<file path="src/inc/spi_fe_pkg.sv">
// Purpose: constants and register map of the serial link front end
// Assumes: byte wide register port, address is the register offset
// Notes:   extra event and mask registers sit above the printed map
//
// Operation
// - reserved bits read zero, writes to them change nothing
// - control one at 0x0, control two at 0x1, divider at 0x2
// - status at 0x3 is read only: done bit 7, empty 5, fault 4
// - writes to status and reserved offsets are dropped
// - offsets 0x4, 0x6 and 0x7 read as zero
// - data register at 0x5, eight bits, msb in bit 7
// - irq enable lets done or fault flag raise the interrupt
// - system enable gives pins to link; clear forces idle, resets flags
// - tx empty irq enable lets the empty flag raise the interrupt
// - master select picks master or slave; any change forces idle
// - polarity zero idles clock low, one idles it high
// - phase zero samples odd edges, one samples even, of sixteen
// - master: change of polarity, phase, select enable, order aborts
// - low bit first shifts lsb first; register keeps msb in bit 7
// - master select pin: unused, fault input, or select output
// - in slave mode the select pin is always an input
// - master clock is bus clock over (preselect+1)*2^(select+1)
package spi_fe_pkg;
    localparam int          ADDR_W       = 4;
    localparam logic [3:0]  OFS_CTRL1    = 4'h0;
    localparam logic [3:0]  OFS_CTRL2    = 4'h1;
    localparam logic [3:0]  OFS_DIV      = 4'h2;
    localparam logic [3:0]  OFS_STATUS   = 4'h3;
    localparam logic [3:0]  OFS_DATA     = 4'h5;
    localparam logic [3:0]  OFS_EVENT    = 4'h8;
    localparam logic [3:0]  OFS_MASK     = 4'h9;
    // control one fields
    localparam int          B_IRQ_EN     = 7;
    localparam int          B_SYS_EN     = 6;
    localparam int          B_TXE_IRQ_EN = 5;
    localparam int          B_MASTER     = 4;
    localparam int          B_CLOCK_POLARITY       = 3;
    localparam int          B_CLOCK_PHASE       = 2;
    localparam int          B_SEL_OE     = 1;
    localparam int          B_LSB_FIRST  = 0;
    // control two fields
    localparam int          B_FAULT_EN   = 4;
    localparam logic [7:0]  CTRL2_MASK   = 8'h1b;
    localparam logic [7:0]  DIV_MASK     = 8'h77;
    localparam int          PRE_LSB      = 4;
    // status fields
    localparam int          B_DONE       = 7;
    localparam int          B_EMPTY      = 5;
    localparam int          B_FAULT      = 4;
    // event register fields
    localparam int          E_DONE       = 0;
    localparam int          E_EMPTY      = 1;
    localparam int          E_FAULT      = 2;
    localparam int          EV_W         = 3;
    // serial framing
    localparam logic [3:0]  LAST_EDGE    = 4'hf;
    localparam int          CNT_W        = 11;
    localparam logic [7:0]  RST_CTRL1    = 8'h04;
    localparam logic [7:0]  RST_CTRL2    = 8'h00;
    localparam logic [7:0]  RST_DIV      = 8'h00;
endpackage : spi_fe_pkg

</file>
<file path="src/rtl/spi_fe.sv">
// Purpose: register front end and byte shifter of a serial link port
// Assumes: all pins clocked by sys_clk; pin inputs pass two flops
// Notes:   output enables are active low; one wire mode not built
//
// Added by the designer: the address-and-strobe port.
`timescale 1ns/1ps
module spi_fe
    import spi_fe_pkg::*;
(
    input  wire logic              sys_clk,
    input  wire logic              nrst,
    input  wire logic [ADDR_W-1:0] addr,
    input  wire logic [7:0]        wdata,
    input  wire logic              wr_stb,
    input  wire logic              rd_stb,
    output logic [7:0]             rdata,
    output logic                   irq,
    input  wire logic              sck_in,
    output logic                   sck_out,
    output logic                   sck_oe_n,
    input  wire logic              mosi_in,
    output logic                   mosi_out,
    output logic                   mosi_oe_n,
    input  wire logic              miso_in,
    output logic                   miso_out,
    output logic                   miso_oe_n,
    input  wire logic              sel_in,
    output logic                   sel_out,
    output logic                   sel_oe_n
);

    typedef enum logic {IDLE, RUN} phase_t;

    typedef struct packed {
        // registers
        logic [7:0]      ctrl1;
        logic [7:0]      ctrl2;
        logic [7:0]      div;

        // flags and their arming
        logic            done;
        logic            empty;
        logic            fault;
        logic            st_seen_done;
        logic            st_seen_empty;
        logic            st_seen_fault;

        // events
        logic [EV_W-1:0] ev;
        logic [EV_W-1:0] mask;

        // shifter
        logic [7:0]      tx_buf;
        logic [7:0]      tx_sh;
        logic [7:0]      rx_sh;
        logic [7:0]      rx_data;
        logic            dout;
        phase_t          ph;
        logic [3:0]      edge_cnt;
        logic [CNT_W-1:0] tick_cnt;

        // synchronisers
        logic [1:0]      sck_sy;
        logic [1:0]      mosi_sy;
        logic [1:0]      miso_sy;
        logic [1:0]      sel_sy;
        logic            sck_d;

        // pin drivers
        logic            sck_r;
        logic            sck_oe_r;
        logic            mosi_r;
        logic            mosi_oe_r;
        logic            miso_r;
        logic            miso_oe_r;
        logic            sel_r;
        logic            sel_oe_r;

        // outputs
        logic            irq_r;
        logic [7:0]      rdata_r;
    } state_t;

    state_t s_r;
    state_t s_nxt;

    // first bit of a byte for the chosen order
    function automatic logic first_bit(input logic [7:0] d, input logic lsb);
        first_bit = lsb ? d[0] : d[7];
    endfunction : first_bit

    // drop the bit just sent
    function automatic logic [7:0] shift_out(input logic [7:0] d, input logic lsb);
        shift_out = lsb ? {1'b0, d[7:1]} : {d[6:0], 1'b0};
    endfunction : shift_out

    // insert a received bit; byte ends with msb in bit 7
    function automatic logic [7:0] shift_in(input logic [7:0] d, input logic b,
                                            input logic lsb);
        shift_in = lsb ? {b, d[7:1]} : {d[6:0], b};
    endfunction : shift_in

    // control fields
    logic            sys_en;
    logic            master;
    logic            clock_polarity;
    logic            clock_phase;
    logic            lsb;
    logic            fault_en;
    logic            sel_oe;

    // clock and edge decode
    logic [CNT_W-1:0] half_per;
    logic            tick;
    logic            sck_s;
    logic            sel_s;
    logic            sl_edge;
    logic            step;
    logic            sample;
    logic            abort;
    logic            rbit;

    // port decode
    logic [7:0]      wd;
    logic            w_ctrl1;
    logic            w_data;
    logic [EV_W-1:0] ev_set;

    // decoded control bits
    assign sys_en   = s_r.ctrl1[B_SYS_EN];
    assign master   = s_r.ctrl1[B_MASTER];
    assign clock_polarity     = s_r.ctrl1[B_CLOCK_POLARITY];
    assign clock_phase     = s_r.ctrl1[B_CLOCK_PHASE];
    assign lsb      = s_r.ctrl1[B_LSB_FIRST];
    assign sel_oe   = s_r.ctrl1[B_SEL_OE];
    assign fault_en = s_r.ctrl2[B_FAULT_EN];
    assign sck_s    = s_r.sck_sy[1];
    assign sel_s    = s_r.sel_sy[1];

    // half period = (pre+1) * 2^sel, so a full period matches the divisor
    assign half_per = (CNT_W'(s_r.div[PRE_LSB+2:PRE_LSB]) + CNT_W'(1))
                      << s_r.div[2:0];
    // half period tick; a slave steps on synced edges
    assign tick     = (s_r.tick_cnt == half_per - CNT_W'(1));
    assign sl_edge  = (sck_s != s_r.sck_d);
    assign step     = master ? tick : sl_edge;
    assign sample   = (s_r.edge_cnt[0] == clock_phase);
    assign rbit     = master ? s_r.miso_sy[1] : s_r.mosi_sy[1];
    assign w_ctrl1  = wr_stb && (addr == OFS_CTRL1);
    assign w_data   = wr_stb && (addr == OFS_DATA);
    assign wd       = wdata;

    // conditions that drop a running byte and return to idle
    always_comb
    begin
        abort = !sys_en;
        if (w_ctrl1 && (wd[B_MASTER] != master))
            abort = 1'b1;
        if (w_ctrl1 && master && ((wd[B_CLOCK_POLARITY] != clock_polarity) || (wd[B_CLOCK_PHASE] != clock_phase)
            || (wd[B_SEL_OE] != sel_oe) || (wd[B_LSB_FIRST] != lsb)))
            abort = 1'b1;
        // divider and fault enable changes abort too
        if (wr_stb && master && (addr == OFS_CTRL2)
            && (wd[B_FAULT_EN] != fault_en))
            abort = 1'b1;
        if (wr_stb && master && (addr == OFS_DIV) && ((wd & DIV_MASK) != s_r.div))
            abort = 1'b1;
        // slave deselected mid byte
        if (!master && sel_s)
            abort = 1'b1;
        if (master && fault_en && !sel_oe && !sel_s)
            abort = 1'b1;
    end

    // whole next state
    always_comb
    begin
        s_nxt = s_r;
        ev_set = '0;
        s_nxt.sck_sy  = {s_r.sck_sy[0], sck_in};
        s_nxt.mosi_sy = {s_r.mosi_sy[0], mosi_in};
        s_nxt.miso_sy = {s_r.miso_sy[0], miso_in};
        s_nxt.sel_sy  = {s_r.sel_sy[0], sel_in};
        s_nxt.sck_d   = sck_s;

        // register writes; status and reserved offsets have no case
        if (wr_stb)
        begin
            unique case (addr)
                OFS_CTRL1: s_nxt.ctrl1 = wd;
                OFS_CTRL2: s_nxt.ctrl2 = wd & CTRL2_MASK;
                OFS_DIV:   s_nxt.div   = wd & DIV_MASK;
                OFS_DATA:  s_nxt.tx_buf = wd;
                OFS_EVENT: s_nxt.ev    = s_r.ev & ~wd[EV_W-1:0];
                OFS_MASK:  s_nxt.mask  = wd[EV_W-1:0];
                default:   s_nxt.mask  = s_nxt.mask;
            endcase
        end

        // flag clearing: status read arms, data access or control write clears
        if (rd_stb && (addr == OFS_STATUS))
        begin
            s_nxt.st_seen_done  = s_r.done;
            s_nxt.st_seen_empty = s_r.empty;
            s_nxt.st_seen_fault = s_r.fault;
        end
        if (rd_stb && (addr == OFS_DATA) && s_r.st_seen_done)
        begin
            s_nxt.done = 1'b0;
            s_nxt.st_seen_done = 1'b0;
        end
        if (w_data && s_r.st_seen_empty)
        begin
            s_nxt.empty = 1'b0;
            s_nxt.st_seen_empty = 1'b0;
        end
        if (w_ctrl1 && s_r.st_seen_fault)
        begin
            s_nxt.fault = 1'b0;
            s_nxt.st_seen_fault = 1'b0;
        end

        // shifter
        if (abort)
        begin
            s_nxt.ph = IDLE;
            s_nxt.edge_cnt = '0;
            s_nxt.tick_cnt = '0;
            // fault: listening master sees select low
            if (master && fault_en && !sel_oe && !sel_s && sys_en)
            begin
                s_nxt.fault = 1'b1;
                ev_set[E_FAULT] = 1'b1;
            end
        end
        else
        begin
            unique case (s_r.ph)
                IDLE:
                begin
                    s_nxt.tick_cnt = '0;
                    s_nxt.edge_cnt = '0;
                    // master needs data, slave a low select
                    if ((master && !s_r.empty) || (!master && !sel_s))
                    begin
                        s_nxt.ph = RUN;
                        s_nxt.tx_sh = master ? s_r.tx_buf : s_r.tx_sh;
                        if (master || !s_r.empty)
                        begin
                            s_nxt.tx_sh = s_r.tx_buf;
                            s_nxt.empty = 1'b1;
                            ev_set[E_EMPTY] = 1'b1;
                        end
                        if (!clock_phase)
                        begin
                            s_nxt.dout  = first_bit(s_nxt.tx_sh, lsb);
                            s_nxt.tx_sh = shift_out(s_nxt.tx_sh, lsb);
                        end
                    end
                end
                RUN:
                begin
                    s_nxt.tick_cnt = tick ? '0 : s_r.tick_cnt + CNT_W'(1);
                    if (step)
                    begin
                        s_nxt.edge_cnt = s_r.edge_cnt + 4'h1;
                        if (sample)
                            s_nxt.rx_sh = shift_in(s_r.rx_sh, rbit, lsb);
                        else if (s_r.edge_cnt != LAST_EDGE)
                        begin
                            s_nxt.dout  = first_bit(s_r.tx_sh, lsb);
                            s_nxt.tx_sh = shift_out(s_r.tx_sh, lsb);
                        end
                        // last edge closes the byte
                        if (s_r.edge_cnt == LAST_EDGE)
                        begin
                            s_nxt.ph = IDLE;
                            s_nxt.rx_data = sample ?
                                shift_in(s_r.rx_sh, rbit, lsb) : s_r.rx_sh;
                            s_nxt.done = 1'b1;
                            ev_set[E_DONE] = 1'b1;
                        end
                    end
                end
            endcase
        end
        s_nxt.ev = s_nxt.ev | ev_set;

        // disabled block holds flags at their reset values
        if (!sys_en)
        begin
            s_nxt.done  = 1'b0;
            s_nxt.fault = 1'b0;
            s_nxt.empty = 1'b1;
            s_nxt.st_seen_done  = 1'b0;
            s_nxt.st_seen_empty = 1'b0;
            s_nxt.st_seen_fault = 1'b0;
        end

        // master clock: idle level from polarity, toggles per half period
        if (master && s_nxt.ph == RUN)
            s_nxt.sck_r = (s_r.ph == RUN && tick) ? ~s_r.sck_r : s_r.sck_r;
        else
            s_nxt.sck_r = s_nxt.ctrl1[B_CLOCK_POLARITY];

        // pin direction
        s_nxt.sck_oe_r  = !(sys_en && master);
        s_nxt.mosi_oe_r = !(sys_en && master);
        s_nxt.miso_oe_r = !(sys_en && !master && !sel_s);
        s_nxt.mosi_r    = s_nxt.dout;
        s_nxt.miso_r    = s_nxt.dout;
        s_nxt.sel_oe_r  = !(sys_en && master && fault_en && sel_oe);
        s_nxt.sel_r     = !(s_nxt.ph == RUN);

        // interrupt: documented enables plus masked sticky events
        s_nxt.irq_r = (s_nxt.ctrl1[B_IRQ_EN] && (s_nxt.done || s_nxt.fault))
                    || (s_nxt.ctrl1[B_TXE_IRQ_EN] && s_nxt.empty)
                    || |(s_nxt.ev & s_nxt.mask);

        // read data one cycle after the strobe
        s_nxt.rdata_r = 8'h00;
        if (rd_stb)
        begin
            unique case (addr)
                OFS_CTRL1:  s_nxt.rdata_r = s_r.ctrl1;
                OFS_CTRL2:  s_nxt.rdata_r = s_r.ctrl2;
                OFS_DIV:    s_nxt.rdata_r = s_r.div;
                OFS_STATUS: s_nxt.rdata_r = {s_r.done, 1'b0, s_r.empty, s_r.fault,
                                             4'h0};
                OFS_DATA:   s_nxt.rdata_r = s_r.rx_data;
                OFS_EVENT:  s_nxt.rdata_r = {5'h00, s_r.ev};
                OFS_MASK:   s_nxt.rdata_r = {5'h00, s_r.mask};
                default:    s_nxt.rdata_r = 8'h00;
            endcase
        end
    end

    // state register
    always_ff @(posedge sys_clk or negedge nrst)
    begin
        if (!nrst)
        begin
            // all else starts at zero
            s_r           <= '0;
            s_r.ctrl1     <= RST_CTRL1;
            s_r.ctrl2     <= RST_CTRL2;
            s_r.div       <= RST_DIV;
            s_r.empty     <= 1'b1;
            s_r.ph        <= IDLE;
            s_r.sck_oe_r  <= 1'b1;
            s_r.mosi_oe_r <= 1'b1;
            s_r.miso_oe_r <= 1'b1;
            s_r.sel_oe_r  <= 1'b1;
            s_r.sel_r     <= 1'b1;
            s_r.sel_sy    <= 2'b11;
        end
        else
        begin
            s_r <= s_nxt;
        end
    end

    // outputs straight from the state register
    assign rdata     = s_r.rdata_r;
    assign irq       = s_r.irq_r;
    assign sck_out   = s_r.sck_r;
    assign sck_oe_n  = s_r.sck_oe_r;
    assign mosi_out  = s_r.mosi_r;
    assign mosi_oe_n = s_r.mosi_oe_r;
    assign miso_out  = s_r.miso_r;
    assign miso_oe_n = s_r.miso_oe_r;
    assign sel_out   = s_r.sel_r;
    assign sel_oe_n  = s_r.sel_oe_r;

endmodule : spi_fe

</file>
<file path="config.mk">
export PLATFORM = sky130hd
export DESIGN_NAME = spi_fe
export DESIGN_NICKNAME = d
export VERILOG_FILES = /design/src/inc/spi_fe_pkg.sv /design/src/rtl/spi_fe.sv
export SDC_FILE = /design/constraint.sdc
export NUM_CORES = 1
export LEC_CHECK = 0
export BUFFER_PORTS_ARGS = -buffer_cell sky130_fd_sc_hd__buf_2
export CAP_MARGIN = 20
export CELL_PAD_IN_SITES_DETAIL_PLACEMENT = 1
export CELL_PAD_IN_SITES_GLOBAL_PLACEMENT = 1
export CORE_MARGIN = 3
export CORE_UTILIZATION = 52
export CTS_CLUSTER_DIAMETER = 60
export DETAILED_ROUTE_END_ITERATION = 8
export PLACE_DENSITY = 0.83
export SETUP_SLACK_MARGIN = 0.5
export SLEW_MARGIN = 10
export SYNTH_ARGS = -nofsm -noshare
export SYNTH_HDL_FRONTEND = slang
export SYNTH_SLANG_ARGS = --single-unit
</file>
<file path="constraint.sdc">
create_clock -name sys_clk -period 8.8 [get_ports sys_clk]
set_input_delay 0.88 -clock sys_clk [delete_from_list [all_inputs] [get_ports sys_clk]]
set_output_delay 0.88 -clock sys_clk [all_outputs]
set_load 0.005 [all_outputs]
</file>
# Word level (Yosys, flattened, before mapping)

Index checks and enable logic that the tools add are counted.

Register bits: 102

Multiplexer cells: 69
Add/sub/neg operators: 4
Reduce and logical (&&, ||, !) cells: 58
Shift operators: 1
Bitwise gates (word level): 7
Equality and inequality tests: 28

Operators with widths:

| operator                                                                | count |
|---|---|
| 8-bit 2-to-1 mux                                                        | 14 |
| 8-bit one-hot mux with 7 select lines                                   | 1 |
| 1-bit 2-to-1 mux                                                        | 38 |
| 17-bit one-hot mux with 2 select lines                                  | 1 |
| 1-bit logical AND                                                       | 31 |
| 30-bit 2-to-1 mux                                                       | 1 |
| 24-bit 2-to-1 mux                                                       | 1 |
| 16-bit 2-to-1 mux                                                       | 1 |
| 8-bit one-hot mux with 2 select lines                                   | 1 |
| 14-bit 2-to-1 mux                                                       | 1 |
| 4-bit equality test, second input constant                              | 3 |
| 3-bit by 1-bit inequality test with 1-bit output, second input constant | 4 |
| 11-bit by 1-bit adder with 11-bit output, second input constant         | 1 |
| 11-bit equality test                                                    | 1 |
| 11-bit 2-to-1 mux                                                       | 1 |
| 4-bit by 3-bit << shifter with 11-bit output                            | 1 |
| 11-bit by 1-bit subtractor with 11-bit output, second input constant    | 1 |
| 1-bit zero test                                                         | 9 |
| 3-bit 2-to-1 mux                                                        | 3 |
| 4-bit by 2-bit equality test with 1-bit output, second input constant   | 2 |
| 1-bit logical OR                                                        | 8 |
| 2-bit AND reduction                                                     | 4 |
| 7-bit 2-to-1 mux                                                        | 1 |
| 1-bit inequality test                                                   | 7 |
| 22 further kinds                                                        | 31 |

# Logic depth before layout (Yosys ltp)

Word-level depth: 16
Mapped depth: 14
Depth with buffers taken out: 13

# Worst setup path before layout

No wires, ideal clock.

Path type: reg2reg
Start: register s_r[92] (netlist bit)
End: register s_r[43] (netlist bit)
Data required time: 8.675 ns
Setup slack: 5.121 ns
Cell stages (with the launch flop): 13
Arrival time: 3.555 ns
Cell sequence: dfrtp_1 ha_1 nand2b_1 clkbuf_1 nand2_1 nand2_1 ha_1 xnor2_1 or4_1 a311oi_2 nand4_2 a211oi_4 mux2_2

Cells in the longest elaborated chain, start to end: 7
Elaborated cells between the ends (all ways): 12

Ends and longest elaborated chain:

| element                                                                                               | RTL line      | RTL |
|---|---|---|
| from (decl)                                                                                           | spi_fe.sv:84  | `state_t s_r;` |
| from (signal assigned)                                                                                | spi_fe.sv:359 | `s_r <= s_nxt;` |
| parallel branches: the longest is 6 deep, another holds 11-bit by 1-bit subtractor with 11-bit output | -             |  |
| 4-bit AND reduction (no line) (*)                                                                     | -             |  |

Mark *: on every way between the ends.
A chain may end at the register's enable or synchronous reset.

# Worst setup path after layout

Start: register s_r[91] (netlist bit)
End: register s_r[46] (netlist bit)

The elaborated chain is that of the path after synthesis.

==> impl.org <==
** Clock network
- After clock tree synthesis, the clock-pin slew on the worst setup and hold paths is 0.07 ns.
- CTS tree :: built
- Master cell of the clock root buffer :: sky130_fd_sc_hd__clkbuf_16
- The clock drives 102 sinks.
- Number of hold buffers added after cts :: 0
- The longest clock path from root to sink contains 2 buffers.
- Buffers inserted by post-CTS timing repair :: 0
- H-tree depth reported by CTS :: 3
- Buffers inserted during clock tree synthesis total 9.
- Gates resized during post-CTS repair numbered 0.
- For the worst-skew pair, the clock arrives at the later sink with an insertion delay of 0.36 ns.

** STA
- Across all hold checks on the routed design, the worst slack comes to 0.351 ns.
- Hold violation count in the final report :: 0
- Headroom to the max-slew limit came out at 30.8%.
- Highest Clock Rate :: 224 MHz
- The clock period could shrink to 4.46 ns.
- For the pin with the worst max-slew slack, the measured transition is 1.03 ns.
- Setup slack on the critical path of the routed design comes to 4.34 ns.
- Final Skew :: 0.00950 ns
- Setup repair after global routing missed its margin :: false
- Final number of max-transition violations :: 0
- Summed negative setup slack over all endpoints :: 0 ns
- Fin crit share :: 50.7%
- Count of final setup violators :: 0

** Floorplanning
- Initial core utilization :: 54.3%
- The total area inside the core boundary comes to 11000 um^2.
- Number of placement rows :: 38
- The die is 113 um wide.
- 37 I/O pins were placed.
- Die Footprint :: 12800 um^2
- The die is 113 um tall.

** Finish
- Finished Cell Area :: 6480 um^2
- Number of flip-flops under the largest register name :: 77
- Most flop-heavy register :: s_r
- Number of antenna repair diodes :: 0
- The area growth from synthesis to layout is 8.17%.
- Fill count :: 1236
- Excluding fillers, the count of instances in the completed layout stands at 760.
- Once layout is complete, the utilization of the core stands at 58.7%.
- In the final layout, the share of cells above drive strength 1 is 23.1%.
- In the final design database the tool counted 639 nets.

** Synth
- After synthesis the cells add up to 5990 um^2.
- Synth Area per Inst :: 9.88 um^2
- By area the synthesized netlist is led by sky130_fd_sc_hd__dfrtp_1 (39%), sky130_fd_sc_hd__mux2_2 (10%), sky130_fd_sc_hd__nand2_1 (4.2%).
- The biggest area contributor in the post-synthesis netlist is sky130_fd_sc_hd__dfrtp_1.
- Sequential cells were found to cover 42.8% of the synthesized design area.
- Of the post-synthesis cell area, the dominant cell type holds 39.3%.
- In the synthesized netlist the async set-or-reset flop fraction comes to 100%.
- Nets in the synthesized netlist :: 630
- Post-synthesis instance total :: 606
- Synthesis instantiated 70 different standard cells from the library.
- Yosys mapped a number of flops with a built-in enable equal to 0.
- Warnings from Yosys :: 0
- The most used flip-flop cell after synthesis is sky130_fd_sc_hd__dfrtp_1.
- Register bit total from synthesis :: 102

** Setup path
- At the worst endpoint, the required time is 9.05 ns.
- Walking the worst path, the cells encountered are ha_1 > nand2b_1 > nand2_1 > nand2_1 > ha_1 > xnor2_1 > or4_1 > a311oi_2 > nand4_2 > a211oi_4 > mux2_2.
- Critical path endpoint category :: register
- The worst register-to-register path has a depth of 11.
- Highest net fanout along the worst path :: 19
- In this run the critical register-to-register path is launched from s_r[91].
- At the worst endpoint, the arrival time is 4.71 ns.
- The largest individual stage delay along the critical path comes from the cell sky130_fd_sc_hd__dfrtp_1.
- WP buf/inv :: 0
- The cell family contributing the most delay on the critical path is simple AND/OR/NAND/NOR gates.
- R2r endpoint :: s_r[46]
- Critical Path Source Type :: register
- Register-to-register path setup slack :: 4.34 ns
- Kind of critical path :: reg -> reg
- Crit path largest cell delay :: 0.70 ns

** Route
- Final wirelength :: 16900 um
- Dividing the detail-routed via count by the number of cells gives 6.41.
- The routed layout has 4868 vias.
- After detailed routing, the met2 layer carries 8560 um of wire.
- For this block, wires on met1 add up to 6970 um.
- DR WL met3 :: 1050 um
- In the routed design, unresolved DRC markers number 0.
- In this run the remaining antenna-violating nets after routing total 0.
- Total iterations of the first detailed-routing run :: 7
- After detailed routing, the average wire length per cell comes to 22.2 um.
- The detailed router used layers up to and including met4.
- Number of design-rule violations left by the first detailed-router iteration :: 346

** Power and ir drop
- Of the total power, registers draw 42.0%.
- Internal portion of total power :: 0.960 mW
- Portion of total power attributed to combinational logic :: 32.1%
- Power, Total :: 1.53 mW
- Summed over all cells, the static leakage comes to 2.82 nW.
- Net Switching :: 0.566 mW
- Across the VDD grid, the largest voltage drop is 164 uV.
- P per Cell Area :: 236 nW/um^2
- Switching share of total power :: 37.1%
- Per report_power, the clock group accounts for 25.9% of the total.

** Global route
- Entering global routing, the biggest net connects 53 pins.
- In the global route stage, overall resource usage came out at 27.8%.
- Number of antenna violations at the first check in global routing :: 0
- First-pass GRT wire length :: 27500 um
- The number of global-route vias before repair is 5014.
- After global routing the overflow that remains totals 0.

** Place
- The placed instances occupy a cell area of 6180 um^2.
- Before CTS, the worst setup slack after placement is 4.40 ns.
- DP HPWL :: 12400 um
- Number of cells in the design after placement :: 743
- Routability-driven placement finished with a final weighted congestion of 0.901.
- Number of buffer cells added on primary ports :: 36

** Min path
- End of the worst hold path :: s_nxt[17]
- Along the worst hold path, the cell count comes to 0.
- The startpoint identified for the worst hold timing path is s_nxt[25].
- Class of the tightest hold or removal check :: reg -> reg

** Status
- Outcome :: finished, final reports clean

** Flow run
- Max-cap violations in this run came to 0.
synth_stat cells, types with 8 or more instances:
cell type / number
sky130_fd_sc_hd__nand2b_1: 13
sky130_fd_sc_hd__buf_4: 10
sky130_fd_sc_hd__dfstp_2: 8
sky130_fd_sc_hd__inv_1: 13
sky130_fd_sc_hd__xnor2_1: 15
sky130_fd_sc_hd__clkbuf_1: 24
sky130_fd_sc_hd__nor2_1: 38
sky130_fd_sc_hd__xor2_1: 22
sky130_fd_sc_hd__o211ai_1: 8
sky130_fd_sc_hd__a21oi_1: 24
sky130_fd_sc_hd__o221a_2: 10
sky130_fd_sc_hd__mux2_2: 55
sky130_fd_sc_hd__dfrtp_1: 94
sky130_fd_sc_hd__and3_1: 11
sky130_fd_sc_hd__o21ai_0: 30
sky130_fd_sc_hd__mux2i_1: 21
sky130_fd_sc_hd__nand3_1: 24
sky130_fd_sc_hd__nand2_1: 67
power by group through the flow:
stage	sequential, mW	combinational [mW]	clock, mW
2_1_floorplan	0.583	0.410	0
3_3_place_gp	0.637	0.459	0
3_5_place_dp	0.647	0.484	0
4_1_cts	0.639	0.489	0.401
5_1_grt	0.651	0.543	0.422
6_report	0.640	0.490	0.395
kinds of logic (layout without fill, tap and decap cells):
| logic type | after synthesis | in the layout | synth area share (%) |
|---|---|---|---|
| buffers and inverters | 57 | 71 | 4.30 |
| adders and majority gates | 4 | 4 | 0.836 |
| AOI/OAI and AO/OA | 130 | 130 | 16.0 |
| DFF | 102 | 102 | 42.8 |
| xor gates and xnor gates | 38 | 38 | 5.68 |
| muxes | 76 | 76 | 13.9 |
| and+or+nand+nor | 199 | 199 | 16.6 |
cell usage in the layout, fill, tap and decap left out, types with 9 or more instances in the layout:
cell type                   count
sky130_fd_sc_hd__dfrtp_1       94
sky130_fd_sc_hd__nand2_1       67
sky130_fd_sc_hd__mux2_2        55
sky130_fd_sc_hd__nor2_1        38
sky130_fd_sc_hd__buf_2         35
sky130_fd_sc_hd__o21ai_0       30
sky130_fd_sc_hd__a21oi_1       24
sky130_fd_sc_hd__nand3_1       24
sky130_fd_sc_hd__xor2_1        22
sky130_fd_sc_hd__mux2i_1       21
sky130_fd_sc_hd__xnor2_1       15
sky130_fd_sc_hd__nand2b_1      13
sky130_fd_sc_hd__inv_1         13
sky130_fd_sc_hd__and3_1        11
sky130_fd_sc_hd__o221a_2       10
sky130_fd_sc_hd__clkbuf_16      9
worst max-delay path by stage:
| stage | from | end | slack [ns] | depth (start not counted) |
|---|---|---|---|---|
| 6_report | s_r[91] | s_r[46] | 4.34 | 11 |
| 2_1_floorplan | s_r[92] | s_r[43] | 5.12 | 12 |
| 3_3_place_gp | s_r[91] | s_r[46] | 4.64 | 11 |
| 3_5_place_dp | s_r[91] | s_r[50] | 4.40 | 11 |
| 5_1_grt | s_r[91] | s_r[50] | 4.06 | 11 |
| 4_1_cts | s_r[91] | s_r[46] | 4.37 | 11 |
layer usage:
metal,vias to the layer above,GRT usage (%)
met2,161,46.6
li1,2214,-
met1,2468,35.7
met3,25,6.52
met5,-,0
met4,0,9.05
area by class of cell:
type	instances	area, um^2	area share, %
multi-input combinational	447	3170	49.0
sequential	102	2560	39.6
clock buffer	10	229	3.53
timing repair buffer	42	228	3.52
tap	140	175	2.70
clock inverter	6	60.1	0.927
inverter	13	48.8	0.753
Note: power is estimated with default switching activity, not from simulation.
